File: src/core/tfs_pkg.sv
// Constants, settings codes and state types for the traverse follower sequencer.
// Assumes a single 25 MHz clock domain and a plain register port with one-cycle read data.
//
// Notes on behaviour
// Output B segment code 1 plateau, 2 plateau plus ramps, 3 dwell only.
// Output B direction code 1 forward, 2 reverse, 3 both.
// Output B polarity 0 drives active low, 1 drives active high.
// Reset defaults for output B: segment 1, direction 0, polarity 0.
// Output A has its own segment, direction and polarity with B's codes.
// Run starts follower mode only with control mode 1 or 3.
// Start is accepted only from fast-stop or position hold.
// Start is refused unless position lies inside the at-home band.
// Start is allowed only while the profile validity monitor reads zero.
// Follower motion begins at home travelling forward.
// Each pass ramps up, holds ratio on plateau, ramps down into dwell.
// Dwell at zero speed, then repeat the pass reversed, forever.
// Wait low pauses at the nearest profile end until wait returns high.
// Drive enable stays asserted throughout follower mode.
// Home set loads current position as home, making position zero.
// Home set is a momentary edge-triggered request.
// Home set also asserts drive enable to hold the axis at home.
// Follower mode is refused until a home has been established.
// At-home band is encoder lines either side of zero home.
// Output active when segment and direction match, polarity applied last.
package tfs_pkg;
    localparam int POS_W = 24;
    localparam int LEN_W = 24;
    // Register indices on the plain port
    localparam logic [3:0] ADDR_CTRL = 4'h0;
    localparam logic [3:0] ADDR_OUT_A = 4'h1;
    localparam logic [3:0] ADDR_OUT_B = 4'h2;
    localparam logic [3:0] ADDR_BAND = 4'h3;
    localparam logic [3:0] ADDR_RAMP = 4'h4;
    localparam logic [3:0] ADDR_DWELL = 4'h5;
    localparam logic [3:0] ADDR_LEN1 = 4'h6;
    localparam logic [3:0] ADDR_LEN2 = 4'h7;
    localparam logic [3:0] ADDR_LEN3 = 4'h8;
    localparam logic [3:0] ADDR_LEN4 = 4'h9;
    localparam logic [3:0] ADDR_STATUS = 4'hA;
    localparam logic [3:0] ADDR_POS = 4'hB;
    // Output settings field layout: [1:0] segment, [3:2] direction, [4] polarity
    localparam int SEG_LSB = 0;
    localparam int DIR_LSB = 2;
    localparam int POL_BIT = 4;
    // Control field layout: [1:0] control mode, [3:2] traverse length select
    localparam int MODE_LSB = 0;
    localparam int LSEL_LSB = 2;
    // Reset values
    localparam logic [1:0] SEG_RESET = 2'h1;
    localparam logic [1:0] DIR_RESET = 2'h0;
    localparam logic POL_RESET = 1'b0;
    localparam logic [1:0] MODE_RESET = 2'h1;
    localparam logic [LEN_W-1:0] BAND_RESET = 24'h00_0004;
    localparam logic [LEN_W-1:0] RAMP_RESET = 24'h00_0010;
    localparam logic [LEN_W-1:0] DWELL_RESET = 24'h00_0010;
    localparam logic [LEN_W-1:0] LEN_RESET = 24'h00_0100;
    // Codes
    localparam logic [1:0] MODE_STANDARD = 2'h1;
    localparam logic [1:0] MODE_LAY_ADJ = 2'h3;
    localparam logic [1:0] SEG_PLATEAU = 2'h1;
    localparam logic [1:0] SEG_MOVING = 2'h2;
    localparam logic [1:0] SEG_DWELL = 2'h3;
    localparam logic [1:0] DIR_FWD = 2'h1;
    localparam logic [1:0] DIR_REV = 2'h2;
    localparam logic [1:0] DIR_BOTH = 2'h3;
    // Sequencer states, Gray coded along the pass
    typedef enum logic [2:0] {
        ST_STOP = 3'b000,
        ST_ACCEL = 3'b001,
        ST_PLATEAU = 3'b011,
        ST_DECEL = 3'b010,
        ST_DWELL = 3'b110,
        ST_HOLD = 3'b111
    } tfs_state_type;
endpackage

File: src/core/tfs_out_gate.sv
// One discrete profile output with segment, direction and polarity gating.
// Assumes profile flags come from registered state on the same clock.
`timescale 1ns/1ps
module tfs_out_gate (
    input wire logic clk,
    input wire logic sys_rst,
    input wire logic [1:0] segmentSel,
    input wire logic [1:0] directionSel,
    input wire logic polarity,
    input wire logic inAccelDecel,
    input wire logic inPlateau,
    input wire logic inDwell,
    input wire logic travelFwd,
    output logic outPin
);
    logic segMatch;
    logic dirMatch;
    logic next_outPin;

    // Segment match, direction match, then polarity
    always_comb begin
        case (segmentSel)
            tfs_pkg::SEG_PLATEAU: segMatch = inPlateau;
            tfs_pkg::SEG_MOVING: segMatch = inPlateau | inAccelDecel;
            tfs_pkg::SEG_DWELL: segMatch = inDwell;
            default: segMatch = 1'b0;
        endcase
        case (directionSel)
            tfs_pkg::DIR_FWD: dirMatch = travelFwd;
            tfs_pkg::DIR_REV: dirMatch = ~travelFwd;
            tfs_pkg::DIR_BOTH: dirMatch = 1'b1;
            default: dirMatch = 1'b0;
        endcase
        next_outPin = (segMatch & dirMatch) ~^ polarity;
    end

    // Registered pin; reset shows inactive at default low-active polarity
    always_ff @(posedge clk or posedge sys_rst) begin
        if (sys_rst) begin
            outPin <= 1'b1;
        end else begin
            outPin <= next_outPin;
        end
    end

    AST_OUT_POLARITY: assert property (@(posedge clk) disable iff (sys_rst)
        (segMatch & dirMatch) |=> (outPin == $past(polarity)))
        else $error("Output not at active level after match");
    AST_OUT_IDLE: assert property (@(posedge clk) disable iff (sys_rst)
        !(segMatch & dirMatch) |=> (outPin == !$past(polarity)))
        else $error("Output active without match");
endmodule

File: src/core/traverse_follower_sequencer.sv
// Traverse follower sequencer: start checks, pass profile, wait, home set, outputs A and B.
// Assumes encoder position and operator pins are asynchronous to clk; settings via plain port.
//
// Our own choices: strobed register access and the placing of the registers.
`timescale 1ns/1ps
module traverse_follower_sequencer (
    input wire logic clk,
    input wire logic sys_rst,
    input wire logic [3:0] regAddr,
    input wire logic [31:0] regWrData,
    input wire logic regWrite,
    input wire logic regRead,
    output logic [31:0] regRdData,
    input wire logic runIn,
    input wire logic fastStopIn,
    input wire logic waitIn,
    input wire logic homeSetIn,
    input wire logic profileValidMonitor,
    input wire logic [23:0] encoderCount,
    output logic driveEnable,
    output logic travelFwd,
    output logic [1:0] speedSegment,
    output logic outA,
    output logic outB
);
    localparam int PW = tfs_pkg::POS_W;
    localparam int LW = tfs_pkg::LEN_W;

    // Settings
    logic [1:0] controlModeSel;
    logic [1:0] lengthSel;
    logic [1:0] outASegmentSel, outADirectionSel, outBSegmentSel, outBDirectionSel;
    logic outAPolarity, outBPolarity;
    logic [LW-1:0] homeToleranceBand, rampLength, dwellSetting;
    logic [LW-1:0] traverseLength [4];

    // Synchronisers
    logic [1:0] runMeta, stopMeta, waitMeta, homeMeta, validMeta;
    logic runSync, stopSync, waitSync, homeSync, homeSyncD, validSync;
    logic [PW-1:0] encMeta, encSync;

    // Position and sequencer state
    logic [PW-1:0] homeOffset, followerPos;
    logic homeValid, holdActive;
    tfs_pkg::tfs_state_type state;
    logic [LW-1:0] passCount, dwellCount;
    logic [LW-1:0] selLength;
    logic startOk, homeEdge, paused, inBand;
    logic [31:0] next_regRdData;

    // Two-stage synchronisers; only the second stage feeds logic
    always_ff @(posedge clk or posedge sys_rst) begin
        if (sys_rst) begin
            runMeta <= 2'b00;
            stopMeta <= 2'b00;
            waitMeta <= 2'b11;
            homeMeta <= 2'b00;
            validMeta <= 2'b11;
            encMeta <= '0;
            encSync <= '0;
            homeSyncD <= 1'b0;
        end else begin
            runMeta <= {runMeta[0], runIn};
            stopMeta <= {stopMeta[0], fastStopIn};
            waitMeta <= {waitMeta[0], waitIn};
            homeMeta <= {homeMeta[0], homeSetIn};
            validMeta <= {validMeta[0], profileValidMonitor};
            encMeta <= encoderCount;
            encSync <= encMeta;
            homeSyncD <= homeSync;
        end
    end
    assign runSync = runMeta[1];
    assign stopSync = stopMeta[1];
    assign waitSync = waitMeta[1];
    assign homeSync = homeMeta[1];
    assign validSync = validMeta[1];
    assign homeEdge = homeSync & ~homeSyncD;

    // Follower position relative to home; band test on both sides of zero
    assign followerPos = encSync - homeOffset;
    assign inBand = ($signed(followerPos) <= $signed(homeToleranceBand))
        && ($signed(followerPos) >= -$signed(homeToleranceBand));
    assign selLength = traverseLength[lengthSel];
    assign startOk = runSync
        && ((controlModeSel == tfs_pkg::MODE_STANDARD)
            || (controlModeSel == tfs_pkg::MODE_LAY_ADJ))
        && ((state == tfs_pkg::ST_STOP) || (state == tfs_pkg::ST_HOLD))
        && inBand
        && !validSync
        && homeValid;
    assign paused = !waitSync;

    // Settings registers written over the plain port
    always_ff @(posedge clk or posedge sys_rst) begin
        if (sys_rst) begin
            controlModeSel <= tfs_pkg::MODE_RESET;
            lengthSel <= 2'h0;
            outASegmentSel <= tfs_pkg::SEG_RESET;
            outADirectionSel <= tfs_pkg::DIR_RESET;
            outAPolarity <= tfs_pkg::POL_RESET;
            outBSegmentSel <= tfs_pkg::SEG_RESET;
            outBDirectionSel <= tfs_pkg::DIR_RESET;
            outBPolarity <= tfs_pkg::POL_RESET;
            homeToleranceBand <= tfs_pkg::BAND_RESET;
            rampLength <= tfs_pkg::RAMP_RESET;
            dwellSetting <= tfs_pkg::DWELL_RESET;
            for (int i = 0; i < 4; i++) begin
                traverseLength[i] <= tfs_pkg::LEN_RESET;
            end
        end else if (regWrite) begin
            case (regAddr)
                tfs_pkg::ADDR_CTRL: begin
                    controlModeSel <= regWrData[tfs_pkg::MODE_LSB +: 2];
                    lengthSel <= regWrData[tfs_pkg::LSEL_LSB +: 2];
                end
                tfs_pkg::ADDR_OUT_A: begin
                    outASegmentSel <= regWrData[tfs_pkg::SEG_LSB +: 2];
                    outADirectionSel <= regWrData[tfs_pkg::DIR_LSB +: 2];
                    outAPolarity <= regWrData[tfs_pkg::POL_BIT];
                end
                tfs_pkg::ADDR_OUT_B: begin
                    outBSegmentSel <= regWrData[tfs_pkg::SEG_LSB +: 2];
                    outBDirectionSel <= regWrData[tfs_pkg::DIR_LSB +: 2];
                    outBPolarity <= regWrData[tfs_pkg::POL_BIT];
                end
                tfs_pkg::ADDR_BAND: homeToleranceBand <= regWrData[LW-1:0];
                tfs_pkg::ADDR_RAMP: rampLength <= regWrData[LW-1:0];
                tfs_pkg::ADDR_DWELL: dwellSetting <= regWrData[LW-1:0];
                tfs_pkg::ADDR_LEN1: traverseLength[0] <= regWrData[LW-1:0];
                tfs_pkg::ADDR_LEN2: traverseLength[1] <= regWrData[LW-1:0];
                tfs_pkg::ADDR_LEN3: traverseLength[2] <= regWrData[LW-1:0];
                tfs_pkg::ADDR_LEN4: traverseLength[3] <= regWrData[LW-1:0];
                default: ;
            endcase
        end
    end

    // Read data, one cycle after the strobe, zero elsewhere
    always_comb begin
        next_regRdData = 32'h0000_0000;
        if (regRead) begin
            case (regAddr)
                tfs_pkg::ADDR_CTRL: next_regRdData = {28'h000_0000, lengthSel, controlModeSel};
                tfs_pkg::ADDR_OUT_A: next_regRdData = {27'h000_0000, outAPolarity,
                    outADirectionSel, outASegmentSel};
                tfs_pkg::ADDR_OUT_B: next_regRdData = {27'h000_0000, outBPolarity,
                    outBDirectionSel, outBSegmentSel};
                tfs_pkg::ADDR_BAND: next_regRdData = {8'h00, homeToleranceBand};
                tfs_pkg::ADDR_RAMP: next_regRdData = {8'h00, rampLength};
                tfs_pkg::ADDR_DWELL: next_regRdData = {8'h00, dwellSetting};
                tfs_pkg::ADDR_LEN1: next_regRdData = {8'h00, traverseLength[0]};
                tfs_pkg::ADDR_LEN2: next_regRdData = {8'h00, traverseLength[1]};
                tfs_pkg::ADDR_LEN3: next_regRdData = {8'h00, traverseLength[2]};
                tfs_pkg::ADDR_LEN4: next_regRdData = {8'h00, traverseLength[3]};
                tfs_pkg::ADDR_STATUS: next_regRdData = {24'h00_0000, paused, inBand,
                    homeValid, travelFwd, driveEnable, state};
                tfs_pkg::ADDR_POS: next_regRdData = {8'h00, followerPos};
                default: next_regRdData = 32'h0000_0000;
            endcase
        end
    end
    always_ff @(posedge clk or posedge sys_rst) begin
        if (sys_rst) begin
            regRdData <= 32'h0000_0000;
        end else begin
            regRdData <= next_regRdData;
        end
    end

    // Next-state logic for the pass profile
    tfs_pkg::tfs_state_type next_state;
    logic [LW-1:0] next_passCount, next_dwellCount;
    logic next_travelFwd, next_homeValid, next_holdActive;
    logic [PW-1:0] next_homeOffset;
    always_comb begin
        next_state = state;
        next_passCount = passCount;
        next_dwellCount = dwellCount;
        next_travelFwd = travelFwd;
        next_homeValid = homeValid;
        next_holdActive = holdActive;
        next_homeOffset = homeOffset;
        if (homeEdge && (state == tfs_pkg::ST_STOP || state == tfs_pkg::ST_HOLD)) begin
            next_homeOffset = encSync;
            next_homeValid = 1'b1;
            next_holdActive = 1'b1;
            next_state = tfs_pkg::ST_HOLD;
        end
        if (stopSync) begin
            next_state = tfs_pkg::ST_STOP;
            next_holdActive = 1'b0;
        end else begin
            case (state)
                tfs_pkg::ST_STOP, tfs_pkg::ST_HOLD: begin
                    if (startOk && !homeEdge) begin
                        next_state = tfs_pkg::ST_ACCEL;
                        next_travelFwd = 1'b1;
                        next_passCount = '0;
                    end
                end
                tfs_pkg::ST_ACCEL: begin
                    next_passCount = passCount + 1'b1;
                    if (passCount + 1'b1 >= rampLength) begin
                        next_state = tfs_pkg::ST_PLATEAU;
                    end
                end
                tfs_pkg::ST_PLATEAU: begin
                    next_passCount = passCount + 1'b1;
                    if (passCount + 1'b1 >= selLength - rampLength) begin
                        next_state = tfs_pkg::ST_DECEL;
                    end
                end
                tfs_pkg::ST_DECEL: begin
                    next_passCount = passCount + 1'b1;
                    if (passCount + 1'b1 >= selLength) begin
                        next_state = tfs_pkg::ST_DWELL;
                        next_dwellCount = '0;
                    end
                end
                tfs_pkg::ST_DWELL: begin
                    if (dwellCount < dwellSetting) begin
                        next_dwellCount = dwellCount + 1'b1;
                    end else if (!paused) begin
                        next_state = tfs_pkg::ST_ACCEL;
                        next_travelFwd = ~travelFwd;
                        next_passCount = '0;
                    end
                end
                default: next_state = tfs_pkg::ST_STOP;
            endcase
        end
    end

    // Sequencer registers
    always_ff @(posedge clk or posedge sys_rst) begin
        if (sys_rst) begin
            state <= tfs_pkg::ST_STOP;
            passCount <= '0;
            dwellCount <= '0;
            travelFwd <= 1'b1;
            homeValid <= 1'b0;
            holdActive <= 1'b0;
            homeOffset <= '0;
        end else begin
            state <= next_state;
            passCount <= next_passCount;
            dwellCount <= next_dwellCount;
            travelFwd <= next_travelFwd;
            homeValid <= next_homeValid;
            holdActive <= next_holdActive;
            homeOffset <= next_homeOffset;
        end
    end

    // Drive enable and speed segment to the drive
    always_ff @(posedge clk or posedge sys_rst) begin
        if (sys_rst) begin
            driveEnable <= 1'b0;
            speedSegment <= 2'h0;
        end else begin
            driveEnable <= (next_state != tfs_pkg::ST_STOP) || next_holdActive;
            case (next_state)
                tfs_pkg::ST_ACCEL: speedSegment <= 2'h1;
                tfs_pkg::ST_PLATEAU: speedSegment <= 2'h2;
                tfs_pkg::ST_DECEL: speedSegment <= 2'h3;
                default: speedSegment <= 2'h0;
            endcase
        end
    end

    // Profile output A
    tfs_out_gate outAGate (
        .clk(clk),
        .sys_rst(sys_rst),
        .segmentSel(outASegmentSel),
        .directionSel(outADirectionSel),
        .polarity(outAPolarity),
        .inAccelDecel(state == tfs_pkg::ST_ACCEL || state == tfs_pkg::ST_DECEL),
        .inPlateau(state == tfs_pkg::ST_PLATEAU),
        .inDwell(state == tfs_pkg::ST_DWELL),
        .travelFwd(travelFwd),
        .outPin(outA)
    );

    // Profile output B
    tfs_out_gate outBGate (
        .clk(clk),
        .sys_rst(sys_rst),
        .segmentSel(outBSegmentSel),
        .directionSel(outBDirectionSel),
        .polarity(outBPolarity),
        .inAccelDecel(state == tfs_pkg::ST_ACCEL || state == tfs_pkg::ST_DECEL),
        .inPlateau(state == tfs_pkg::ST_PLATEAU),
        .inDwell(state == tfs_pkg::ST_DWELL),
        .travelFwd(travelFwd),
        .outPin(outB)
    );


    // A start out of stop or hold needs an established home
    AST_START_NEEDS_HOME: assert property (@(posedge clk) disable iff (sys_rst)
        ($past(state) inside {tfs_pkg::ST_STOP, tfs_pkg::ST_HOLD}
            && state == tfs_pkg::ST_ACCEL) |-> homeValid)
        else $error("Follower started without home");

    // First pass after a start runs forward
    AST_START_FORWARD: assert property (@(posedge clk) disable iff (sys_rst)
        (startOk && !stopSync && !homeEdge) |=> (state == tfs_pkg::ST_ACCEL && travelFwd))
        else $error("Start did not begin forward");

    // Start only in a follower control mode
    AST_START_MODE: assert property (@(posedge clk) disable iff (sys_rst)
        ($past(state) inside {tfs_pkg::ST_STOP, tfs_pkg::ST_HOLD}
            && state == tfs_pkg::ST_ACCEL)
        |-> ($past(controlModeSel) == tfs_pkg::MODE_STANDARD
            || $past(controlModeSel) == tfs_pkg::MODE_LAY_ADJ))
        else $error("Start allowed in wrong mode");

    // Start only inside the home band with a valid profile
    AST_START_BAND: assert property (@(posedge clk) disable iff (sys_rst)
        ($past(state) inside {tfs_pkg::ST_STOP, tfs_pkg::ST_HOLD}
            && state == tfs_pkg::ST_ACCEL)
        |-> ($past(inBand) && !$past(validSync)))
        else $error("Start allowed outside band or without profile");

    // Drive stays enabled on the plateau
    AST_DRIVE_EN: assert property (@(posedge clk) disable iff (sys_rst)
        (state == tfs_pkg::ST_PLATEAU) |-> driveEnable)
        else $error("Drive enable low in follower mode");

    // Holding at home keeps the drive enabled
    AST_HOLD_ENABLE: assert property (@(posedge clk) disable iff (sys_rst)
        (state == tfs_pkg::ST_HOLD) |-> driveEnable)
        else $error("Drive enable low while holding home");

    // Home set loads the current position as offset
    AST_HOME_ZERO: assert property (@(posedge clk) disable iff (sys_rst)
        (homeEdge && !stopSync && state == tfs_pkg::ST_STOP)
        |=> (homeOffset == $past(encSync)) ##1 driveEnable)
        else $error("Home set did not load position");

    // Every dwell that goes on into a new pass ends in a reversal
    AST_DWELL_REVERSE: assert property (@(posedge clk) disable iff (sys_rst)
        (state == tfs_pkg::ST_DWELL && !stopSync) ##1 (state == tfs_pkg::ST_ACCEL)
        |-> (travelFwd != $past(travelFwd)))
        else $error("Direction not reversed after dwell");

    // Wait low keeps the axis in dwell
    AST_WAIT_HOLD: assert property (@(posedge clk) disable iff (sys_rst)
        (state == tfs_pkg::ST_DWELL && paused) |=> (state != tfs_pkg::ST_ACCEL))
        else $error("Left dwell while wait low");
endmodule

File: config.mk
export PLATFORM = sky130hd
export DESIGN_NAME = traverse_follower_sequencer
export DESIGN_NICKNAME = d
export VERILOG_FILES = /design/src/core/tfs_pkg.sv /design/src/core/tfs_out_gate.sv /design/src/core/traverse_follower_sequencer.sv
export SDC_FILE = /design/constraint.sdc
export NUM_CORES = 1
export LEC_CHECK = 0
export BUFFER_PORTS_ARGS = -buffer_cell sky130_fd_sc_hd__buf_4
export CORE_AREA = 2 2 198 200
export DETAILED_ROUTE_END_ITERATION = 8
export DIE_AREA = 0 0 200 202
export MAX_ROUTING_LAYER = met4
export PLACE_DENSITY = 0.75
export SYNTH_ARGS = -nofsm -noshare
export SYNTH_HDL_FRONTEND = slang
export SYNTH_SLANG_ARGS = --single-unit
File: constraint.sdc
create_clock -name clk -period 12.96 [get_ports clk]
set_clock_uncertainty 0.2 [all_clocks]
set_input_delay 1.296 -clock clk [delete_from_list [all_inputs] [get_ports clk]]
set_output_delay 1.296 -clock clk [all_outputs]
set_load 0.02 [all_outputs]
# Yosys cells after proc, flatten, opt, wreduce, memory -nomap -nowiden

Index checks and enable logic that the tools add are counted.

Equal/unequal tests: 38
$lt $le $gt $ge: 7
Bitwise logic cells: 10
Add/subtract/negate cells: 5
Mux-type cells: 32
Reductions and logical operators: 36

Operator list:

| cell                    | number |
|---|---|
| $pmux W24 S12           | 1 |
| $mux W24                | 8 |
| $ge A24 B24 Y1          | 4 |
| $pmux W24 S3            | 1 |
| $add A24 B1 Y24 const B | 2 |
| $bmux W24 S2            | 1 |
| $pmux W24 S2            | 1 |
| $sub A24 B24 Y24        | 2 |
| $le A24 B24 Y1          | 1 |
| $lt A24 B24 Y1          | 1 |
| $mux W3                 | 8 |
| $neg A24 Y24            | 1 |
| $reduce_and A2 Y1       | 10 |
| $eq A2 B2 Y1 const B    | 9 |
| $eq A4 B3 Y1 const B    | 4 |
| $eq A4 B4 Y1 const B    | 4 |
| $pmux W3 S5             | 1 |
| $eq A3 B2 Y1 const B    | 4 |
| $pmux W1 S3             | 4 |
| $eq A2 B1 Y1 const B    | 5 |
| $ne A2 B2 Y1 const B    | 5 |
| $reduce_and A5 Y1       | 2 |
| $eq A4 B2 Y1 const B    | 2 |
| $logic_and A1 B1 Y1     | 8 |
| other kinds (21)        | 39 |

Flip-flop bits (word level): 356
Output and inout port bits: 38

# Depth between registers and ports, before layout

Depth after elaboration: 13
Mapped depth: 27

# Hierarchy

A second synthesis with hierarchy kept.

Cell total of the unflattened synthesis: 1937
Area total of the unflattened synthesis: 20769.9 um^2

Modules (own cells, without submodules):

| module                      | times used | cells each | area each (um^2) |
|---|---|---|---|
| traverse_follower_sequencer | 1          | 1921       | 20599.8 |
| tfs_out_gate                | 2          | 8          | 85.1 |

# Worst setup path after synthesis

No wires, ideal clock.

Kind: register -> register
Start: reg lengthSel[0]
End: reg dwellCount[10]
Data arrival time: 5.540 ns
Cell stages (with the launch flop): 27
Clock period less this slack: 5.872 ns
Slack: 7.088 ns
Data required time: 12.628 ns
Library setup time: 0.132 ns
Cell sequence: dfrtp_1 -> clkbuf_1 -> buf_1 -> clkbuf_1 -> mux4_2 -> ha_1 -> nor2b_1 -> o21a_1 -> o21ai_0 -> a311o_1 -> a31oi_1 -> o21a_1 -> o21ai_0 -> nand2b_1 -> a21oi_1 -> xor2_1 -> ha_1 -> a21o_1 -> a211o_1 -> a221oi_1 -> a211oi_1 -> o221ai_1 -> a221oi_1 -> nor2_1 -> and2_1 -> clkbuf_1 -> nor2_1

Word-level cells in the longest chain between the ends: 7

RTL lines:

| what                                        | RTL line                           | source |
|---|---|---|
| from (decl)                                 | traverse_follower_sequencer.sv:31  | `logic [1:0] lengthSel;` |
| from (signal assigned)                      | traverse_follower_sequencer.sv:115 | `lengthSel <= regWrData[tfs_pkg::LSEL_LSB +: 2];` |
| $not A2 Y3 (not written as such)            | traverse_follower_sequencer.sv:84  | `assign selLength = traverseLength[lengthSel];` |
| $bmux W24 S2                                | traverse_follower_sequencer.sv:84  |  |
| $mux W24 (not written as such) (2 in a row) | traverse_follower_sequencer.sv:84  |  |
| $ge A24 B24 Y1                              | traverse_follower_sequencer.sv:216 | `if (passCount + 1'b1 >= selLength) begin` |
| $ne A2 B2 Y1 (no line)                      | -                                  |  |
| $reduce_and A4 Y1 (no line)                 | -                                  |  |
| to (signal assigned)                        | traverse_follower_sequencer.sv:248 | `dwellCount <= next_dwellCount;` |
| to (decl)                                   | traverse_follower_sequencer.sv:46  | `logic [LW-1:0] passCount, dwellCount;` |

No other way between the ends. The select of a mux whose other input is x is not followed.
A chain may end at the register's enable or synchronous reset.

# Worst setup path in the final report

Start: reg lengthSel[1]
End: reg dwellCount[22]

The elaborated chain is that of the path after synthesis.

==> impl_metrics.py <==
metrics = {
    "run_status": {
        "run_status": "finished, final reports clean",
    },
    "sta": {
        "tns_ps": 0,
        "fmax_mhz": 149,
        "final_hold_viol_count": 0,
        "period_needed_ps": 6690,
        "slew_headroom": 0.341,
        "slew_violations": 0,
        "rsz0062_at_grt": "no",
        "tightest_slew_ps": 986,
        "timing.final.crit_share": 0.516,
        "setup_violations": 0,
    },
    "cts": {
        "cts_hold_buffers": 0,
        "cts_max_path_buffers": 3,
        "cts_setup_buffers": 0,
        "path_clk_slew_ps": 60,
        "root_buffer": "clkbuf_16",
        "cts_tree": "done",
        "insertion_delay_ps": 550,
        "htree_levels": 2,
        "cts_buffers": 38,
        "ctsResizeCount": 0,
        "cts_num_sinks": 348,
    },
    "worst_setup_path": {
        "max_stage_delay_ps": 660,
        "start_kind": "flip-flop",
        "r2r_end": "dwellCount[22]",
        "required_ps": 13150,
        "cpLargestDelayFamily": "compound AO/OA/AOI/OAI gates",
        "arrival_ps": 6880,
        "cp_max_fo": 26,
        "worstSetupPathType": "flip-flop to flip-flop",
        "cp-end-kind": "flip-flop",
        "slowest_stage": "mux4_2",
        "r2r_cells": 23,
        "r2r_slack_ps": 6270,
        "critical_path_buf_inv_count": 1,
        "critical_path.cell_chain": "buf_4, mux4_2, ha_1, nor2b_1, o21a_1, o21ai_0, a311o_1, a31oi_1, o21a_1, o21ai_0, nand2b_1, a21oi_1, xor2_1, ha_1, a21o_1, a211o_1, a221oi_1, a211oi_1, o221ai_1, a221oi_1, nor2_1, and2_1, nor2_1",
        "regToRegStartpoint": "lengthSel[1]",
    },
    "synth": {
        "ys.flop_type": "dfrtp_1",
        "synth_top_area_frac": 0.399,
        "async_flop_share": 1.00,
        "synthTopCellsByArea": "dfrtp_1, ha_1, mux2_2",
        "synth_cell_types": 73,
        "synthesis.instances": 1975,
        "synth_area_leader_cell": "dfrtp_1",
        "syn_avg_cell_area_um2": 10.5,
        "synth_edf_count": 0,
        "netlist_area_um2": 20800,
        "ys_seq_area_frac": 0.421,
        "synth-seq-cells": 348,
        "yosys_warnings": 0,
    },
    "power": {
        "peakVddDrop_uv": 144,
        "power_density_nw_per_um2": 196,
        "p_leak_nw": 10.8,
    },
    "floorplanning": {
        "ioPinCount": 107,
        "die_h_um": 202,
        "start_util": 0.542,
        "row_count": 72,
        "die_width_um": 200,
        "core_um2": 38300,
        "die_area_um2": 40400,
    },
    "placed_design": {
        "dp_hpwl_um": 40100,
        "place_area_um2": 22000,
        "gp_congestion": 0.944,
        "portBuffers": 90,
        "place_inst": 2531,
    },
    "final_layout": {
        "nNetsFinal": 2315,
        "drive_gt1_frac": 0.204,
        "final_common_cell": "dfrtp_1",
        "syn_to_final_growth_pct": 12.4,
        "fin_util": 0.610,
        "design_area_um2": 23300,
        "fill_cells": 3111,
        "final_cell_mix": "dfrtp_1, ha_1, mux2_2",
        "fin_cells": 2600,
    },
    "grt": {
        "globalRouteOverflowTotal": 0,
        "antenna_found_initial": 1,
        "grt_pass1_wl_um": 87400,
        "grt_start_max_net_pins": 121,
        "grt_pass1_vias": 16300,
        "grt_use_total": 0.289,
    },
    "detailed_routing": {
        "drt_iter0_drc": 1255,
        "finalWirelength_um": 55500,
        "via_count": 16000,
        "drc": 0,
        "wire_per_inst_um": 21.4,
        "viasPerCell": 6.16,
        "first_pass_iters": 8,
        "final_antenna_net_count": 0,
    },
    "min_path": {
        "hold_start": "encMeta[1]",
        "hold_depth": 0,
        "whs_endpoint": "encSync[1]",
        "hold_path_class": "flip-flop to flip-flop",
    },
    "job": {
        "maxCapViolCount": 0,
    },
}
## synth_stat cells, types with 4 or more instances
library cell	count
ha_1	191
buf_1	9
mux2i_1	8
nand3_1	45
nand2_1	159
nand2b_1	18
clkbuf_1	59
o21bai_1	4
a222oi_1	17
xor2_1	45
o22ai_1	7
o21ai_0	99
buf_4	9
and3_1	24
mux2_2	188
nand4_1	35
o2111ai_1	4
nor3_1	30
nor4_1	11
a31oi_1	25
a221o_1	4
and2_1	8
nor2b_1	11
a21o_1	26
o211ai_1	11
mux4_2	24
a22oi_1	15
dfrtp_1	331
o21a_1	24
a221oi_1	25
a22o_1	20
inv_1	145
a21oi_1	84
a211oi_1	15
dfstp_2	17
o31ai_1	4
nand3b_1	6
xnor2_1	61
nor2_1	98
or3_1	5
buf_2	5
## worst max-delay path by stage
stage | start | to | slack [ps] | depth (start not counted)
global route | lengthSel[1] | dwellCount[7] | 5850 | 23
CTS | lengthSel[1] | dwellCount[22] | 6240 | 23
floorplan | sys_rst | controlModeSel[1] | 1840 | 1
finish | lengthSel[1] | dwellCount[22] | 6270 | 23
global placement | lengthSel[1] | dwellCount[21] | 6330 | 23
detailed placement | lengthSel[1] | dwellCount[14] | 6270 | 23
## power by group
part,switching [mW],internal [mW],total [mW]
clock,0.456,0.719,1.17
combinational,1.08,0.842,1.92
sequential,0.184,1.29,1.47
## stage by stage
stage,total power [mW],hold WS [ps],setup WS (ps)
floorplan,2.86,131,1840
global placement,3.32,133,6330
detailed placement,3.39,135,6270
CTS,4.58,143,6240
global route,4.89,150,5850
finish,4.56,140,6270
## kinds of logic after synthesis
| family | count (synthesis) | share of synthesized area |
|---|---|---|
| xor gates and xnor gates | 106 | 0.0447 |
| and+or+nand+nor | 463 | 0.106 |
| other | 1 | 0.000181 |
| muxes | 220 | 0.132 |
| buffers and inverters | 227 | 0.0430 |
| AOI/OAI and AO/OA | 417 | 0.137 |
| DFF | 348 | 0.421 |
| adders and majority gates | 193 | 0.117 |
## area by class of cell
class	instances	area [µm²]	area share
inverters	145	552	0.0236
clock buffers	51	1100	0.0471
well taps	518	648	0.0278
flip-flops and latches	348	8730	0.374
multi-input cells	1407	11200	0.479
clock inverters	17	269	0.0115
diodes	1	2.50	0.000107
repair buffers	113	848	0.0363
## routing by layer
metal / wire [µm] / GRT usage / vias up
met5: 0 / - / -
met4: 2070 / 0.110 / 0
met3: 4020 / 0.0466 / 135
met2: 26400 / 0.455 / 607
met1: 23000 / 0.376 / 7952
li1: - / - / 7313
## flip-flops by register name (all words and copies together), names as in the netlist, 24 cells and up
| name | count |
|---|---|
| traverseLength | 96 |
| encSync | 24 |
| dwellSetting | 24 |
| homeOffset | 24 |
| rampLength | 24 |
| homeToleranceBand | 24 |
| dwellCount | 24 |
| regRdData | 24 |
| encMeta | 24 |
| passCount | 24 |
No activity file was read; power rests on OpenSTA's default activity.
